File: config.mk
export PLATFORM = sky130hd
export DESIGN_NAME = vic_ctrl
export DESIGN_NICKNAME = d
export VERILOG_FILES = /design/src/vic_pkg.sv /design/src/vic_edge_det.sv /design/src/vic_ctrl.sv
export SDC_FILE = /design/constraint.sdc
export NUM_CORES = 1
export LEC_CHECK = 0
export ABC_AREA = 1
export BUFFER_PORTS_ARGS = -buffer_cell sky130_fd_sc_hd__buf_4
export CORE_MARGIN = 2
export CORE_UTILIZATION = 30
export DETAILED_ROUTE_END_ITERATION = 7
export PLACE_DENSITY = 0.52
export SYNTH_ARGS = -nofsm -noshare
export SYNTH_HDL_FRONTEND = slang
export SYNTH_HIERARCHICAL = 1
export SYNTH_SLANG_ARGS = --single-unit
File: constraint.sdc
create_clock -name core_clk -period 1.6 [get_ports core_clk]
set_clock_uncertainty 0.2 [all_clocks]
set_input_delay 0.32 -clock core_clk [delete_from_list [all_inputs] [get_ports core_clk]]
set_output_delay 0.32 -clock core_clk [all_outputs]
set_load 0.02 [all_outputs]
File: src/vic_pkg.sv
// Constants, field layout and vector table of the vectored interrupt control.
// Assumes an APB master with 32-bit data and a core acknowledge interface.
// Notes on behaviour
// - Simultaneous requests served in fixed order, 1 highest to 7 lowest.
// - Any-edge external irq shares order 1 and vector 0002H with timer.
// - Selectable-edge externals take orders 2, 3 and vectors 0004H, 0006H.
// - Serial transfer end: internal, order 4, vector 0008H.
// - Event counter match: internal, order 5, vector 000AH.
// - Pulse generator match: internal, order 6, vector 000CH.
// - Key scan timing: internal, lowest order 7, vector 000EH.
// - Test sources are enable-gated but never raise a vectored interrupt.
// - Third external input rising edges set a testable flag; watch timer is test.
// - Acknowledge is gated by per-source enable and the master enable.
// - Service start address comes from the vector table entry.
// - The priority-selected source may nest into a running service.
// - Software can read every request flag to poll events.
// - Any enabled pending request releases standby.
// - All flags and settings are reachable as addressed registers.
// - Flag sets on source request and clears when its service begins.
// - Vectored request when flag and enable both set; software set counts.
// - Priority select bits 2:0 pick nesting source; bit 3 master enable.
// - Reset clears all request and enable flags.
package vic_pkg;

  localparam int NUM_SRC = 10;
  localparam int ADDR_W = 8;
  localparam int VEC_W = 3;
  localparam int VADDR_W = 16;

  // Source indices; vectored sources 2..7 equal their vector number
  localparam int SRC_BT = 0;
  localparam int SRC_ANY = 1;
  localparam int SRC_A = 2;
  localparam int SRC_B = 3;
  localparam int SRC_SER = 4;
  localparam int SRC_EVT = 5;
  localparam int SRC_PG = 6;
  localparam int SRC_KS = 7;
  localparam int SRC_T2 = 8;
  localparam int SRC_WT = 9;

  // Register byte offsets
  localparam logic [ADDR_W-1:0] OFF_REQ = 8'h00;
  localparam logic [ADDR_W-1:0] OFF_ENA = 8'h04;
  localparam logic [ADDR_W-1:0] OFF_PRIO = 8'h08;
  localparam logic [ADDR_W-1:0] OFF_EDGE = 8'h0C;
  localparam logic [ADDR_W-1:0] OFF_STAT = 8'h10;

  // Priority select fields
  localparam int PS_W = 4;
  localparam int PS_ME_BIT = 3;

  // Edge select fields: one bit per selectable input, 1 = falling
  localparam int EDGE_W = 2;
  localparam int EDGE_A_BIT = 0;
  localparam int EDGE_B_BIT = 1;

  // Status fields
  localparam int ST_VEC_LSB = 0;
  localparam int ST_INS_LSB = 4;
  localparam int ST_WAKE_BIT = 11;
  localparam int ST_SHARED_BIT = 12;

  // Reset values
  localparam logic [NUM_SRC-1:0] RST_FLAGS = 10'h000;
  localparam logic [PS_W-1:0] RST_PS = 4'h0;
  localparam logic [EDGE_W-1:0] RST_EDGE = 2'h0;
  localparam logic [VEC_W-1:0] VEC_NONE = 3'h0;
  localparam logic [VEC_W-1:0] VEC_SHARED = 3'h1;

  // Vector table entries
  localparam logic [VADDR_W-1:0] VA_1 = 16'h0002;
  localparam logic [VADDR_W-1:0] VA_2 = 16'h0004;
  localparam logic [VADDR_W-1:0] VA_3 = 16'h0006;
  localparam logic [VADDR_W-1:0] VA_4 = 16'h0008;
  localparam logic [VADDR_W-1:0] VA_5 = 16'h000A;
  localparam logic [VADDR_W-1:0] VA_6 = 16'h000C;
  localparam logic [VADDR_W-1:0] VA_7 = 16'h000E;

  // Edge detector modes
  typedef enum logic [1:0] {
    VIC_RISE = 2'b00,
    VIC_FALL = 2'b01,
    VIC_BOTH = 2'b10
  } vic_edge_t;

endpackage : vic_pkg

File: src/vic_edge_det.sv
// Pin synchroniser and edge detector for one external interrupt input.
// Assumes the pin is asynchronous to core_clk.
`timescale 1ns/1ps
module vic_edge_det (
  input wire logic core_clk,
  input wire logic arst_n,
  input wire logic pin,
  input wire vic_pkg::vic_edge_t mode,
  output logic edge_pulse
);

  logic sync1;
  logic sync2;
  logic prev;
  logic next_pulse;

  // Edge decision only looks at the settled second stage
  always_comb
  begin
    case (mode)
      vic_pkg::VIC_RISE: next_pulse = sync2 & ~prev;
      vic_pkg::VIC_FALL: next_pulse = ~sync2 & prev;
      vic_pkg::VIC_BOTH: next_pulse = sync2 ^ prev;
      default: next_pulse = 1'b0;
    endcase
  end

  // Two-stage synchroniser, history and registered pulse
  always_ff @(posedge core_clk or negedge arst_n)
  begin
    if (!arst_n)
    begin
      sync1 <= 1'b0;
      sync2 <= 1'b0;
      prev <= 1'b0;
      edge_pulse <= 1'b0;
    end
    else
    begin
      sync1 <= pin;
      sync2 <= sync1;
      prev <= sync2;
      edge_pulse <= next_pulse;
    end
  end

endmodule : vic_edge_det

File: src/vic_ctrl.sv
// Vectored interrupt control: flags, enables, priority, nesting, APB regs.
// Assumes internal event inputs are one-cycle pulses on core_clk and that
// the core acknowledges a request with irq_ack and ends a service with
// irq_return, both one-cycle pulses.
//
// Implementation choices: the register offsets and the APB interface to the registers.
`timescale 1ns/1ps
module vic_ctrl (
  input wire logic core_clk,
  input wire logic arst_n,
  // APB slave
  input wire logic [vic_pkg::ADDR_W-1:0] paddr,
  input wire logic psel,
  input wire logic penable,
  input wire logic pwrite,
  input wire logic [31:0] pwdata,
  output logic [31:0] prdata,
  output logic pready,
  output logic pslverr,
  // Internal event pulses
  input wire logic interval_timer_irq,
  input wire logic serial_done_irq,
  input wire logic event_counter_match_irq,
  input wire logic pulse_gen_match_irq,
  input wire logic key_scan_timing_irq,
  input wire logic watch_timer_test_source,
  // External pins
  input wire logic any_edge_ext_irq,
  input wire logic ext_irq_a,
  input wire logic ext_irq_b,
  input wire logic rising_edge_test_input,
  // Core side
  output logic irq_req,
  output logic [vic_pkg::VADDR_W-1:0] irq_vector,
  input wire logic irq_ack,
  input wire logic irq_return,
  output logic standby_wake
);

  // Request flags, enables and settings
  logic [vic_pkg::NUM_SRC-1:0] req_flag;
  logic [vic_pkg::NUM_SRC-1:0] next_req_flag;
  logic [vic_pkg::NUM_SRC-1:0] source_enable_flag;
  logic [vic_pkg::NUM_SRC-1:0] next_source_enable_flag;
  logic [vic_pkg::PS_W-1:0] priority_select;
  logic [vic_pkg::PS_W-1:0] next_priority_select;
  logic [vic_pkg::EDGE_W-1:0] edge_sel;
  logic [vic_pkg::EDGE_W-1:0] next_edge_sel;

  // Service tracking
  logic [7:1] in_service;
  logic [7:1] next_in_service;
  logic [vic_pkg::VEC_W-1:0] cur_vec;
  logic [vic_pkg::VEC_W-1:0] next_cur_vec;
  logic shared_any;
  logic next_shared_any;

  // Bus read data
  logic [31:0] next_prdata;
  logic next_pslverr;

  // Derived signals
  logic master_irq_enable;
  logic [vic_pkg::VEC_W-1:0] nest_sel;
  logic [vic_pkg::NUM_SRC-1:0] armed;
  logic [7:1] vreq;
  logic [7:1] vallow;
  logic [vic_pkg::NUM_SRC-1:0] set_ev;
  logic [vic_pkg::NUM_SRC-1:0] ack_clr;
  logic ack_take;
  logic wr_en;
  logic rd_setup;
  logic any_edge_pulse;
  logic ext_a_pulse;
  logic ext_b_pulse;
  logic test_in_pulse;
  vic_pkg::vic_edge_t mode_a;
  vic_pkg::vic_edge_t mode_b;

  // Highest order pending vector; lower vector number wins
  function automatic logic [vic_pkg::VEC_W-1:0] pick_vec(
    input logic [7:1] pend
  );
    logic [vic_pkg::VEC_W-1:0] v;
    v = vic_pkg::VEC_NONE;
    for (int i = 7; i >= 1; i--)
    begin
      if (pend[i])
        v = i[vic_pkg::VEC_W-1:0];
    end
    return v;
  endfunction : pick_vec

  // One-hot in-service mask for a vector number
  function automatic logic [7:1] vec_mask(
    input logic [vic_pkg::VEC_W-1:0] v
  );
    logic [7:1] m;
    m = '0;
    for (int i = 1; i <= 7; i++)
    begin
      if (v == i[vic_pkg::VEC_W-1:0])
        m[i] = 1'b1;
    end
    return m;
  endfunction : vec_mask

  // Vector table lookup
  function automatic logic [vic_pkg::VADDR_W-1:0] vec_addr(
    input logic [vic_pkg::VEC_W-1:0] v
  );
    logic [vic_pkg::VADDR_W-1:0] a;
    case (v)
      3'h1: a = vic_pkg::VA_1;
      3'h2: a = vic_pkg::VA_2;
      3'h3: a = vic_pkg::VA_3;
      3'h4: a = vic_pkg::VA_4;
      3'h5: a = vic_pkg::VA_5;
      3'h6: a = vic_pkg::VA_6;
      3'h7: a = vic_pkg::VA_7;
      default: a = '0;
    endcase
    return a;
  endfunction : vec_addr

  // External pins: selectable edges for a and b
  assign mode_a = edge_sel[vic_pkg::EDGE_A_BIT] ? vic_pkg::VIC_FALL
                                                : vic_pkg::VIC_RISE;
  assign mode_b = edge_sel[vic_pkg::EDGE_B_BIT] ? vic_pkg::VIC_FALL
                                                : vic_pkg::VIC_RISE;

  vic_edge_det u_any_edge (
    .core_clk(core_clk),
    .arst_n(arst_n),
    .pin(any_edge_ext_irq),
    .mode(vic_pkg::VIC_BOTH),
    .edge_pulse(any_edge_pulse)
  );

  vic_edge_det u_ext_a (
    .core_clk(core_clk),
    .arst_n(arst_n),
    .pin(ext_irq_a),
    .mode(mode_a),
    .edge_pulse(ext_a_pulse)
  );

  vic_edge_det u_ext_b (
    .core_clk(core_clk),
    .arst_n(arst_n),
    .pin(ext_irq_b),
    .mode(mode_b),
    .edge_pulse(ext_b_pulse)
  );

  // Third external input only ever watches rising edges
  vic_edge_det u_test_in (
    .core_clk(core_clk),
    .arst_n(arst_n),
    .pin(rising_edge_test_input),
    .mode(vic_pkg::VIC_RISE),
    .edge_pulse(test_in_pulse)
  );

  // Event set vector, one bit per source
  always_comb
  begin
    set_ev = '0;
    set_ev[vic_pkg::SRC_BT] = interval_timer_irq;
    set_ev[vic_pkg::SRC_ANY] = any_edge_pulse;
    set_ev[vic_pkg::SRC_A] = ext_a_pulse;
    set_ev[vic_pkg::SRC_B] = ext_b_pulse;
    set_ev[vic_pkg::SRC_SER] = serial_done_irq;
    set_ev[vic_pkg::SRC_EVT] = event_counter_match_irq;
    set_ev[vic_pkg::SRC_PG] = pulse_gen_match_irq;
    set_ev[vic_pkg::SRC_KS] = key_scan_timing_irq;
    set_ev[vic_pkg::SRC_T2] = test_in_pulse;
    set_ev[vic_pkg::SRC_WT] = watch_timer_test_source;
  end

  // Vectored requests; test sources are left out on purpose
  assign master_irq_enable = priority_select[vic_pkg::PS_ME_BIT];
  assign nest_sel = priority_select[vic_pkg::VEC_W-1:0];
  assign armed = req_flag & source_enable_flag;
  always_comb
  begin
    vreq[1] = armed[vic_pkg::SRC_BT] | armed[vic_pkg::SRC_ANY];
    vreq[2] = armed[vic_pkg::SRC_A];
    vreq[3] = armed[vic_pkg::SRC_B];
    vreq[4] = armed[vic_pkg::SRC_SER];
    vreq[5] = armed[vic_pkg::SRC_EVT];
    vreq[6] = armed[vic_pkg::SRC_PG];
    vreq[7] = armed[vic_pkg::SRC_KS];
  end

  // Idle core takes anything; a running service only the selected source
  always_comb
  begin
    for (int i = 1; i <= 7; i++)
    begin
      vallow[i] = vreq[i] & master_irq_enable &
        ((in_service == '0) ||
         ((nest_sel == i[vic_pkg::VEC_W-1:0]) && !in_service[i]));
    end
  end

  // Any enabled request, test sources included, wakes from standby
  assign standby_wake = |armed;

  assign ack_take = irq_ack & irq_req;
  assign irq_req = (cur_vec != vic_pkg::VEC_NONE);

  // Which flag an acknowledge clears; timer first on the shared vector
  always_comb
  begin
    ack_clr = '0;
    if (ack_take)
    begin
      if (cur_vec == vic_pkg::VEC_SHARED)
      begin
        if (shared_any)
          ack_clr[vic_pkg::SRC_ANY] = 1'b1;
        else
          ack_clr[vic_pkg::SRC_BT] = 1'b1;
      end
      else
        ack_clr[cur_vec] = 1'b1;
    end
  end

  // APB decode: zero wait states, errors on unmapped offsets
  assign pready = 1'b1;
  assign wr_en = psel & penable & pwrite;
  assign rd_setup = psel & ~penable & ~pwrite;

  // Flags and settings next values
  always_comb
  begin
    next_req_flag = req_flag;
    next_source_enable_flag = source_enable_flag;
    next_priority_select = priority_select;
    next_edge_sel = edge_sel;
    if (wr_en)
    begin
      case (paddr)
        vic_pkg::OFF_REQ:
          next_req_flag = pwdata[vic_pkg::NUM_SRC-1:0];
        vic_pkg::OFF_ENA:
          next_source_enable_flag = pwdata[vic_pkg::NUM_SRC-1:0];
        vic_pkg::OFF_PRIO:
          next_priority_select = pwdata[vic_pkg::PS_W-1:0];
        vic_pkg::OFF_EDGE:
          next_edge_sel = pwdata[vic_pkg::EDGE_W-1:0];
        default: ;
      endcase
    end
    // Service start clears, a new event in the same cycle still wins
    next_req_flag = (next_req_flag & ~ack_clr) | set_ev;
  end

  // Service tracking next values
  always_comb
  begin
    next_in_service = in_service;
    // Return retires the highest-order routine in service, the lowest vector number
    if (irq_return)
      next_in_service = in_service & ~vec_mask(pick_vec(in_service));
    if (ack_take)
      next_in_service = next_in_service | vec_mask(cur_vec);
    // Offer is withdrawn for one cycle after a take to let flags settle
    if (ack_take)
      next_cur_vec = vic_pkg::VEC_NONE;
    else
      next_cur_vec = pick_vec(vallow);
    next_shared_any = ~armed[vic_pkg::SRC_BT] &
                      armed[vic_pkg::SRC_ANY];
  end

  // Read data captured in the setup phase, valid during access
  always_comb
  begin
    next_prdata = '0;
    next_pslverr = 1'b0;
    if (rd_setup || (psel && !penable))
    begin
      case (paddr)
        vic_pkg::OFF_REQ:
          next_prdata[vic_pkg::NUM_SRC-1:0] = req_flag;
        vic_pkg::OFF_ENA:
          next_prdata[vic_pkg::NUM_SRC-1:0] = source_enable_flag;
        vic_pkg::OFF_PRIO:
          next_prdata[vic_pkg::PS_W-1:0] = priority_select;
        vic_pkg::OFF_EDGE:
          next_prdata[vic_pkg::EDGE_W-1:0] = edge_sel;
        vic_pkg::OFF_STAT:
        begin
          next_prdata[vic_pkg::ST_VEC_LSB +: vic_pkg::VEC_W] = cur_vec;
          next_prdata[vic_pkg::ST_INS_LSB +: 7] = in_service;
          next_prdata[vic_pkg::ST_WAKE_BIT] = standby_wake;
          next_prdata[vic_pkg::ST_SHARED_BIT] = shared_any;
        end
        default:
          next_pslverr = 1'b1;
      endcase
      if (!rd_setup)
        next_prdata = '0;
    end
  end

  // Flag and setting registers; reset leaves every source disabled
  always_ff @(posedge core_clk or negedge arst_n)
  begin
    if (!arst_n)
    begin
      req_flag <= vic_pkg::RST_FLAGS;
      source_enable_flag <= vic_pkg::RST_FLAGS;
      priority_select <= vic_pkg::RST_PS;
      edge_sel <= vic_pkg::RST_EDGE;
    end
    else
    begin
      req_flag <= next_req_flag;
      source_enable_flag <= next_source_enable_flag;
      priority_select <= next_priority_select;
      edge_sel <= next_edge_sel;
    end
  end

  // Service registers and vector output
  always_ff @(posedge core_clk or negedge arst_n)
  begin
    if (!arst_n)
    begin
      in_service <= '0;
      cur_vec <= vic_pkg::VEC_NONE;
      shared_any <= 1'b0;
      irq_vector <= '0;
    end
    else
    begin
      in_service <= next_in_service;
      cur_vec <= next_cur_vec;
      shared_any <= next_shared_any;
      irq_vector <= vec_addr(next_cur_vec);
    end
  end

  // Bus answer registers
  always_ff @(posedge core_clk or negedge arst_n)
  begin
    if (!arst_n)
    begin
      prdata <= '0;
      pslverr <= 1'b0;
    end
    else
    begin
      prdata <= next_prdata;
      pslverr <= next_pslverr;
    end
  end

endmodule : vic_ctrl

==> key figures, run 1 <==
Placed design
  – PortBufs: 53
  – Gpl congestion: ~0.96
  – DP HPWL: ~7500 um
  – Inst Count DP: 710

Drt
  – Vias: roughly 3.2k
  – First-iteration detailed-routing DRC count: between 100 and 150
  – Via-to-Cell Ratio: ~4.3
  – WL final: 9880 um
  – Detail Route Antenna Nets: 0
  – 1st-pass router iterations: 4
  – Residual DRC count: 0
  – Routed len/inst: roughly 13 um

STA
  – RSZ-0062 raised after global routing: true
  – Minimum clock period: a little over 2000 ps
  – Post-route worst setup slack: -454 ps
  – Hold_ws: approximately 30 ps
  – Final period utilization: 1.28
  – Max-slew violations: 0
  – Fmax: between 400 and 500 MHz
  – Final setup fails: 8
  – Final hold violations: 0

Power
  – Seq pwr share: 0.389
  – PwrDens: 852 nW/um^2
  – Int Power: between 3000 and 4000 uW
  – P_sw: 1020 uW
  – Sw frac: 0.220
  – Worst IR Drop VDD: between 300 and 400 uV
  – P_leak: roughly 0.0029 uW
  – Logic pwr share: 0.101
  – Clk pwr share: 0.510

Critical path
  – Reg2reg start: in_service[4]
  – CP startpoint kind: flip-flop
  – Capture point of the worst path: standby_wake
  – R2R Path End: irq_vector[1]
  – CP Launch Point: req_flag[1]
  – Worst EP arrival: 1530 ps
  – Max Fanout on Critical Path: 2
  – Worst reg-to-reg setup slack: -140 ps
  – Critical path class: flip-flop to output port
  – CP required: around 1100 ps
  – Worst Reg-to-Reg Cells: 11
  – Element type at the critical path end: output port

Logic synthesis
  – Yosys cell types: 38
  – Number of synthesized flops with an enable pin: 0
  – Synthesized instance count: between 400 and 500
  – Area share of the largest cell type after synthesis: 0.467
  – Async S/R FF share, synth: 1.00
  – Post-synthesis sequential area ratio: 0.467
  – Synth top area cells: dfrtp_1 (47%), nand2_1 (9.6%), buf_4 (6.9%)
  – FF+latch count, synth: 69
  – Cell area after synthesis: 3700 sq um
  – Largest area contributor in the synthesized netlist: dfrtp_1
  – Syn. warnings: 6
  – Ys flop type: dfrtp_1
  – Syn avg cell area: 8.37 sq um

GRT
  – GRT Overall Usage: 0.156
  – Global-route wire length before repair: between 15000 and 20000 um
  – Remaining Overflow, GRT: 0
  – Via count of the first global-routing pass: around 3.2k
  – Initial antenna violation count: 0
  – Largest net degree at the start of global routing: 30

Status
  – Failing checks: negative setup slack
  – Status: complete, but fails checks

Clock network
  – CTS tree: built
  – Clock Tree Buf Depth: 2
  – CTS root buffer: clkbuf_16
  – Htree depth: 3
  – Clk sink count: 69
  – Clock slew seen by the registers of the worst setup and hold paths: around 60 ps
  – Clk_lat worst skew: 340 ps
  – TritonCTS Buffers: 9

Floorplan
  – I/O pin count: approximately 110
  – Chip Height: between 100 and 150 um
  – Die area: roughly 13000 sq um
  – Starting Density: 0.308
  – Core Rows: 40
  – CORE AREA: 12000 sq um
  – Die W: roughly 120 um

Cells and area
  – FF+latch area: around 1700 sq um
  – Non-Filler Instances: 756
  – Core Util, Final: 0.455
  – Layout cells sized above 1: 0.356
  – Area Growth Syn to Fin: 47.6%
  – FILL cells: between 1k and 1.5k
  – Area of the multi-input gates: 1790 sq um
  – Inserted Diodes: 0
  – Nets@finish: between 600 and 700

Min path
  – Worst Hold Class: input pin to flip-flop
  – Startpoint of the most critical hold path: pwdata[4]

Run
  – Max_cap viols: 0
[flip-flops by register name, indices dropped and copies added (netlist names), 2 cells and up]
register and cells:
priority_select 4, irq_vector 2, prdata 13, edge_sel 2
req_flag 10, in_service 7, source_enable_flag 10, cur_vec 3
[metrics by stage]
step           area, sq um  worst slack (ps)  setup TNS, ps  total power [uW]
2_1_floorplan         3880              38.7              0              2090
3_5_place_dp          4610              -413          -9090              2230
6_report              5460              -454          -1060              4650
5_1_grt               5460              -526          -2300              4840
3_3_place_gp          4610              -387          -8760              2220
4_1_cts               5280              -546           -743              4670
[cell type report]
class | count | area share
clock buffers | 13 | 0.0495
clock inverters | 3 | 0.0165
inverters | 69 | 0.0493
multi-input cells | 315 | 0.329
flip-flops and latches | 69 | 0.316
well taps | 147 | 0.0337
repair buffers | 140 | 0.206
[worst max-delay path, stage by stage (launching register included)]
cell and delay (ps):
dfrtp_1 390, nand2_2 90, nand2_2 90, nor4_4 260
buf_4 170, nand3_4 60, buf_6 130
[layout by cell type (no fill, tap or decap), drive strengths merged]
cell type / netlist / layout
o211ai: 5 / 5
ha: 8 / 8
clkbuf: 0 / 13
conb: 2 / 51
nand3b: 5 / 5
o21ai: 36 / 36
a31oi: 2 / 2
nand2: 99 / 99
nand3: 25 / 25
bufinv: 0 / 3
nor3: 10 / 10
clkinv: 1 / 1
o221ai: 1 / 1
o22ai: 3 / 3
dlygate4sd3: 0 / 13
a31o: 2 / 2
dfrtp: 69 / 69
mux2: 3 / 3
inv: 68 / 68
nor4: 2 / 2
nand4: 2 / 2
a21oi: 10 / 10
nor2: 43 / 43
or2: 1 / 1
o21bai: 6 / 6
buf: 38 / 127
o31ai: 1 / 1
[power groups by stage]
| stage | registers [uW] | clock network, uW | logic, uW |
|---|---|---|---|
| floorplan | 1830 | 0 | 257 |
| global route | 1810 | 2500 | 521 |
| global placement | 1830 | 0 | 385 |
| detailed placement | 1840 | 0 | 392 |
| CTS | 1810 | 2410 | 451 |
| finish | 1810 | 2370 | 471 |
[Yosys cell counts, types with 4 or more instances]
cell type,number
o211ai_1,5
nor3_1,10
dfrtp_1,69
ha_1,8
nand3_1,20
a21oi_1,8
o21ai_0,30
nor2_1,37
nand2_1,95
o21ai_1,5
o21bai_1,6
inv_1,66
nor2_4,4
nand3_2,5
nand3b_1,4
buf_4,34
[cells by family (layout without fill, tap and decap cells)]
kind of cell             count (synthesis)  in the layout  synth area share
other                                    2             51           0.00203
AO/OA/AOI/OAI                           66             66             0.107
adder cells (fa/ha/maj)                  8              8            0.0271
AND/OR/NAND/NOR                        187            187             0.239
multiplexers                             3              3           0.00913
flip-flops                              69             69             0.467
buffers and inverters                  107            225             0.149
[repair_timing]
item	CTS	global route
endpoints found under the setup margin	9	24
pin swaps	15	25
buffers inserted	10	7
endpoints found under the hold margin	39	0
hold buffers	13	0
resized for setup	36	42
[routing by layer]
metal	vias to the layer above	wire length (um)	GRT usage
met1	1500	4260	0.195
met3	18	490	0.0290
met4	0	226	0.0699
li1	1649	-	-
met5	-	0	0
met2	82	4900	0.264
[worst min path at each step]
stage,cells past startpoint,endpoint,slack (ps)
3_5_place_dp,1,u_ext_a/sync1,70
6_report,2,source_enable_flag[4],30
4_1_cts,2,source_enable_flag[4],30
2_1_floorplan,0,cur_vec[0],-180
5_1_grt,2,source_enable_flag[4],30
3_3_place_gp,1,u_ext_a/sync1,70
No activity file was read; power rests on OpenSTA's default activity.
==> inputs of run 2 (changes only) <==
CORE_UTILIZATION = 47   (was 30)
PLACE_DENSITY = 0.76   (was 0.52)
==> run 2 against run 1 <==
Sequential power barely moved. Clock power fell by 41%. Final cell count fell by 7.5%. Critical path depth fell by 1. Fmax rose by 1.9%. Die area fell by 35%. Sequential share of layout area rose by 2.2 points. First-iteration DRC count rose by 84%. Global-route usage rose by 5.9 points. The flow still finishes with violations (negative setup slack). Highest routed layer unchanged. Combinational power fell by 1%. Register-to-register slack improved by 40 ps. Critical path type unchanged. Utilization rose by 21 points.
==> key figures, run 2 (same netlist as run 1, synthesis figures left out) <==
Drt
  – First-iteration detailed-routing DRC count: 243
  – 1st-pass router iterations: 5
  – Routed len/inst: between 10 and 15 um
  – Via-to-Cell Ratio: approximately 4.7
  – Residual DRC count: 0
  – WL final: around 9200 um
  – Detail Route Antenna Nets: 0
  – Vias: around 3.3k

Critical path
  – CP startpoint kind: flip-flop
  – Crit path buf inv count: 1
  – Delay-heaviest family, CP: simple AND/OR/NAND/NOR gates
  – Worst EP arrival: around 1500 ps
  – Worst Reg-to-Reg Cells: 9
  – Reg2reg start: in_service[4]
  – Worst path max stage delay: roughly 400 ps
  – Max Fanout on Critical Path: 2
  – R2R Path End: cur_vec[2]
  – Worst reg-to-reg setup slack: -100 ps
  – Cell Chain, Critical Path: nand2_2 -> nand4_1 -> nor4_4 -> nand3_2 -> buf_6
  – Critical path class: flip-flop to output port
  – Slowest-stage cell, CP: dfrtp_1
  – CP required: ~1100 ps
  – Element type at the critical path end: output port

GRT
  – GRT Overall Usage: 0.215
  – Largest net degree at the start of global routing: 70
  – Global-route wire length before repair: roughly 14000 um
  – Via count of the first global-routing pass: 3156
  – Remaining Overflow, GRT: 0
  – Initial antenna violation count: 0

Cells and area
  – Commonest non-fill, non-tap cells in the layout: buf_4 (110), nand2_1 (82), dfrtp_1 (68), inv_1 (63), conb_1 (51)
  – Max reg flops: 13
  – Area Growth Syn to Fin: 38.1%
  – Nets@finish: between 600 and 700
  – Non-Filler Instances: about 700
  – Commonest non-fill, non-tap cell in the layout: buf_4
  – Core Util, Final: 0.665
  – Largest registers: prdata (13), req_flag (10), source_enable_flag (10)
  – Final Instance Area: ~5100 sq um
  – Layout cells sized above 1: 0.333
  – Biggest register: prdata
  – Inserted Diodes: 0

Clock network
  – Clock Tree Buf Depth: 2
  – Clk_lat worst skew: between 300 and 400 ps
  – Clock slew seen by the registers of the worst setup and hold paths: around 70 ps
  – Htree depth: 3
  – CTS root buffer: clkbuf_8
  – TritonCTS Buffers: 9
  – CTS tree: built
  – Clk sink count: 69

Status
  – Status: complete, but fails checks
  – Failing checks: negative setup slack

Run
  – Max_cap viols: 0

STA
  – Final setup fails: 7
  – Post-route worst setup slack: -416 ps
  – RSZ-0062 raised after global routing: true
  – Final period utilization: 1.26
  – Final hold violations: 0
  – Max-slew violations: 0
  – Minimum clock period: around 2000 ps
  – Fmax: 496 MHz

Placed design
  – DP HPWL: 6690 um
  – Inst Count DP: 656
  – Gpl congestion: 0.932
  – DP Worst Slack: -256 ps
  – Post-Place Cell Area: about 4500 sq um
  – PortBufs: 53

Floorplan
  – Die area: 8600 sq um
  – Chip Height: ~93 um
  – Die W: 92.7 um
  – Core Rows: 32
  – CORE AREA: between 7000 and 8000 sq um
  – I/O pin count: around 110
  – Starting Density: 0.481

Min path
  – End of the worst hold path: source_enable_flag[4]
  – Worst Hold Class: input pin to flip-flop
  – Hold Crit Depth: 2
  – Startpoint of the most critical hold path: pwdata[4]

Power
  – Sw frac: 0.256
  – Worst IR Drop VDD: 575 uV
  – Overall power: roughly 3700 uW
  – Int Power: 2730 uW
  – P_leak: roughly 0.0028 uW
  – Seq pwr share: 0.492
  – Logic pwr share: 0.126
  – PwrDens: 719 nW/um^2
  – P_sw: between 900 and 1000 uW
  – Clk pwr share: 0.382
-- run 2: cell count changes in the layout (fill, tap and decap cells not counted), moves of 2 or more --
| cell | before | now |
|---|---|---|
| o21ai_1 | 13 | 11 |
| inv_4 | 2 | 0 |
| clkinv_2 | 0 | 2 |
| inv_1 | 59 | 63 |
| nor3_2 | 4 | 6 |
| o22ai_2 | 2 | 0 |
| buf_4 | 118 | 110 |
| clkbuf_8 | 3 | 10 |
| buf_6 | 8 | 4 |
| nand2_2 | 16 | 14 |
| clkbuf_16 | 9 | 0 |
| o22ai_1 | 1 | 3 |
| bufinv_16 | 3 | 1 |
-- run 2: routing by layer --
layer  track usage  vias to the layer above  part of all wire
li1              -                     1617                 -
met1         0.277                     1534              0.43
met2         0.358                      122              0.49
met3        0.0334                       28             0.053
met4        0.0968                        0             0.030
met5             0                        -                 0
-- run 2: power by group through the flow --
| stage | Combinational (uW) | Sequential [uW] | Clock, uW |
|---|---|---|---|
| floorplan | 257 | 1830 | 0 |
| global placement | 372 | 1830 | 0 |
| detailed placement | 381 | 1840 | 0 |
| CTS | 432 | 1800 | 1420 |
| global route | 508 | 1810 | 1500 |
| finish | 464 | 1810 | 1400 |
-- run 2: what timing repair did --
action	CTS	global route
setup buffers	9	6
resized for setup	23	40
pin swaps	12	19
endpoints found under the hold margin	81	0
hold buffers	13	0
setup endpoints to repair	13	18
-- run 2: area by class of cell --
class,instances,area [sq um]
inverter,69,259
tap,102,128
multi-input combinational,315,1780
clock buffer,12,145
sequential,69,1730
clock inverter,4,47.5
fill,628,2580
timing repair buffer,128,1020
-- run 2: worst register-to-register path, cell delays in order, from the launching register on --
cell and delay [ps]:
dfrtp_1 420, nor2_2 150, nand2_2 70, nor2_4 190
inv_2 90, o21ai_2 80, nand3_2 120, nand2_2 120
buf_6 110, nor3_2 40
-- run 2: how the worst max path moves through the flow --
stage / start / endpoint / slack (ps) / cells past startpoint
finish: source_enable_flag[5] / standby_wake / -420 / 5
global placement: source_enable_flag[1] / standby_wake / -260 / 6
CTS: req_flag[4] / standby_wake / -470 / 5
global route: source_enable_flag[5] / standby_wake / -440 / 5
detailed placement: source_enable_flag[1] / standby_wake / -260 / 6
floorplan: paddr[5] / req_flag[9] / 40 / 9
-- run 2: through the flow --
| step | setup TNS [ps] | hold slack, ps |
|---|---|---|
| global placement | -4530 | 135 |
| CTS | -800 | 11.7 |
| finish | -797 | 14.3 |
| global route | -1500 | 12.3 |
| floorplan | 0 | -176 |
| detailed placement | -6090 | 136 |
==> inputs of run 3 (changes only) <==
CORE_UTILIZATION = 46   (was 47)
PLACE_DENSITY = 0.75   (was 0.76)
SYNTH_HIERARCHICAL = not set   (was 1)
==> run 3 against run 2 <==
The run still ends with negative setup slack left. Clock-buffer cell count fell by 2. Largest power group unchanged. Wire length fell by 0.34%. Largest cell class is now flip-flops and latches. Non-clock buffer count grew 6. Highest routed layer unchanged.
==> key figures, run 3 <==
Floorplan
  – Starting Density: 0.473
  – Die W: around 90 um
  – CORE AREA: slightly above 7000 sq um
  – Chip Height: roughly 90 um
  – I/O pin count: between 100 and 150
  – Die area: just over 8000 sq um
  – Core Rows: 31

Critical path
  – CP required: approximately 1100 ps
  – CP startpoint kind: flip-flop
  – Crit path buf inv count: 2
  – Slowest-stage cell, CP: dfrtp_1
  – Max Fanout on Critical Path: 2
  – Worst path max stage delay: 410 ps
  – Worst EP arrival: around 1500 ps
  – Element type at the critical path end: output port
  – Cell Chain, Critical Path: nand2_1 -> inv_1 -> nor4_4 -> nand3_1 -> buf_6
  – Delay-heaviest family, CP: simple AND/OR/NAND/NOR gates
  – Critical path class: flip-flop to output port

Clock network
  – Htree depth: 3
  – Clk_lat worst skew: between 300 and 400 ps
  – CTS tree: built
  – CTS root buffer: clkbuf_8
  – TritonCTS Buffers: 9
  – Clock Tree Buf Depth: 2
  – Clock slew seen by the registers of the worst setup and hold paths: approximately 80 ps
  – Clk sink count: 69

Logic synthesis
  – FF+latch count, synth: 69
  – Async S/R FF share, synth: 1.00
  – Syn avg cell area: between 8 and 9 sq um
  – Synth top area cells: dfrtp_1 (51%), nand2_1 (9.9%), buf_4 (7.7%)
  – Ys flop type: dfrtp_1
  – Cell with the most instances after synthesis: nand2_1
  – Syn. warnings: 0
  – List of most frequent post-synthesis cells: nand2_1 (90), dfrtp_1 (69), inv_1 (48)
  – Post-synthesis sequential area ratio: 0.506
  – Number of synthesized flops with an enable pin: 0
  – Yosys cell types: 36
  – Cell area after synthesis: approximately 3400 sq um
  – Area share of the largest cell type after synthesis: 0.506
  – Synthesized instance count: between 300 and 400
  – Largest area contributor in the synthesized netlist: dfrtp_1

GRT
  – GRT Overall Usage: 0.226
  – Remaining Overflow, GRT: 0
  – Via count of the first global-routing pass: 3176
  – Global-route wire length before repair: roughly 14000 um
  – Initial antenna violation count: 0
  – Largest net degree at the start of global routing: 40

Run
  – Max_cap viols: 0

STA
  – Fmax: slightly above 500 MHz
  – Max-slew violations: 0
  – Hold_ws: roughly 10 ps
  – Final setup fails: 11
  – RSZ-0062 raised after global routing: true
  – Final hold violations: 0
  – Final period utilization: 1.23
  – Minimum clock period: between 1500 and 2000 ps
  – Post-route worst setup slack: -373 ps

Drt
  – 1st-pass router iterations: 4
  – Routed len/inst: about 14 um
  – First-iteration detailed-routing DRC count: ~180
  – Residual DRC count: 0
  – Vias: slightly above 3k
  – Via-to-Cell Ratio: approximately 4.9
  – Detail Route Antenna Nets: 0
  – WL final: just over 9000 um

Min path
  – Worst Hold Class: input pin to flip-flop

Cells and area
  – FF+latch area: ~1700 sq um
  – Area of the multi-input gates: 1500 sq um
  – Layout cells sized above 1: 0.359
  – Largest registers: prdata (13), req_flag (10), source_enable_flag (10)
  – Max reg flops: 13
  – Commonest non-fill, non-tap cell in the layout: buf_4
  – Inserted Diodes: 0
  – Core Util, Final: 0.676
  – Biggest register: prdata
  – Commonest non-fill, non-tap cells in the layout: buf_4 (111), nand2_1 (77), dfrtp_1 (69), inv_1 (44), conb_1 (33)
  – Nets@finish: around 590
  – Area Growth Syn to Fin: 43.0%
  – FILL cells: approximately 580

Placed design
  – DP HPWL: between 6000 and 7000 um
  – Gpl congestion: approximately 0.89
  – DP Worst Slack: -154 ps
  – PortBufs: between 50 and 60

Status
  – Status: complete, but fails checks
  – Failing checks: negative setup slack

Power
  – P_leak: 0.00251 uW
  – Worst IR Drop VDD: ~760 uV
  – PwrDens: between 800 and 900 nW/um^2
## run 3: final timing paths
kind,to,start,slack (ps),cells after the start
hold reg to reg,u_ext_b.sync2,u_ext_b.sync1,150,0
setup reg to reg,cur_vec[2],in_service[6],-180,9
hold / removal,source_enable_flag[7],pwdata[7],10,2
min in group asynchronous,source_enable_flag[4],arst_n,150,2
setup / recovery,standby_wake,req_flag[3],-370,5
max in group asynchronous,prdata[1],arst_n,590,3
## run 3: timing repair
action / CTS / global route
pin swaps: 11 / 23
endpoints found under the setup margin: 8 / 15
gates resized for setup: 25 / 41
buffers inserted: 7 / 10
hold buffers: 15 / 0
hold endpoints to repair: 83 / 0
## run 3: logic make-up (layout without fill, tap and decap cells)
group / Yosys count / count (layout) / share of synthesized area
AOI/OAI and AO/OA: 68 / 68 / 0.119
xor gates and xnor gates: 1 / 1 / 0.00257
buffers and inverters: 87 / 200 / 0.137
DFF: 69 / 69 / 0.506
muxes: 4 / 4 / 0.0132
other: 2 / 33 / 0.00220
and+or+nand+nor: 166 / 166 / 0.220
## run 3: routing by layer
metal / part of all wire / routed length [um] / track usage
met1: 0.38 / 3470 / 0.264
met2: 0.53 / 4820 / 0.395
met3: 0.060 / 551 / 0.0453
met4: 0.033 / 306 / 0.115
met5: 0 / 0 / 0
## run 3: power by group
group	total (uW)	leakage [uW]	switching, uW	internal, uW
clock network	1660	0.000113	730	933
registers	1800	0.000876	18.9	1780
logic	447	0.00152	257	190
total	3910	0.00251	1010	2900
## run 3: cell type report
type,instances,area share
flip-flops and latches,69,0.354
multi-input cells,272,0.308
repair buffers,134,0.226
inverters,50,0.0390
clock buffers,10,0.0282
well taps,99,0.0254
clock inverters,6,0.0192
## run 3: metrics by stage
stage                     std cells  area, sq um  power (uW)  setup TNS, ps
after floorplan                 428         3530        2060              0
after global placement          594         4190        2180          -3020
after detailed placement        594         4190        2180          -3940
after CTS                       632         4680        3870           -849
after global routing            640         4880        4040          -2360
final                           640         4880        3910          -1180
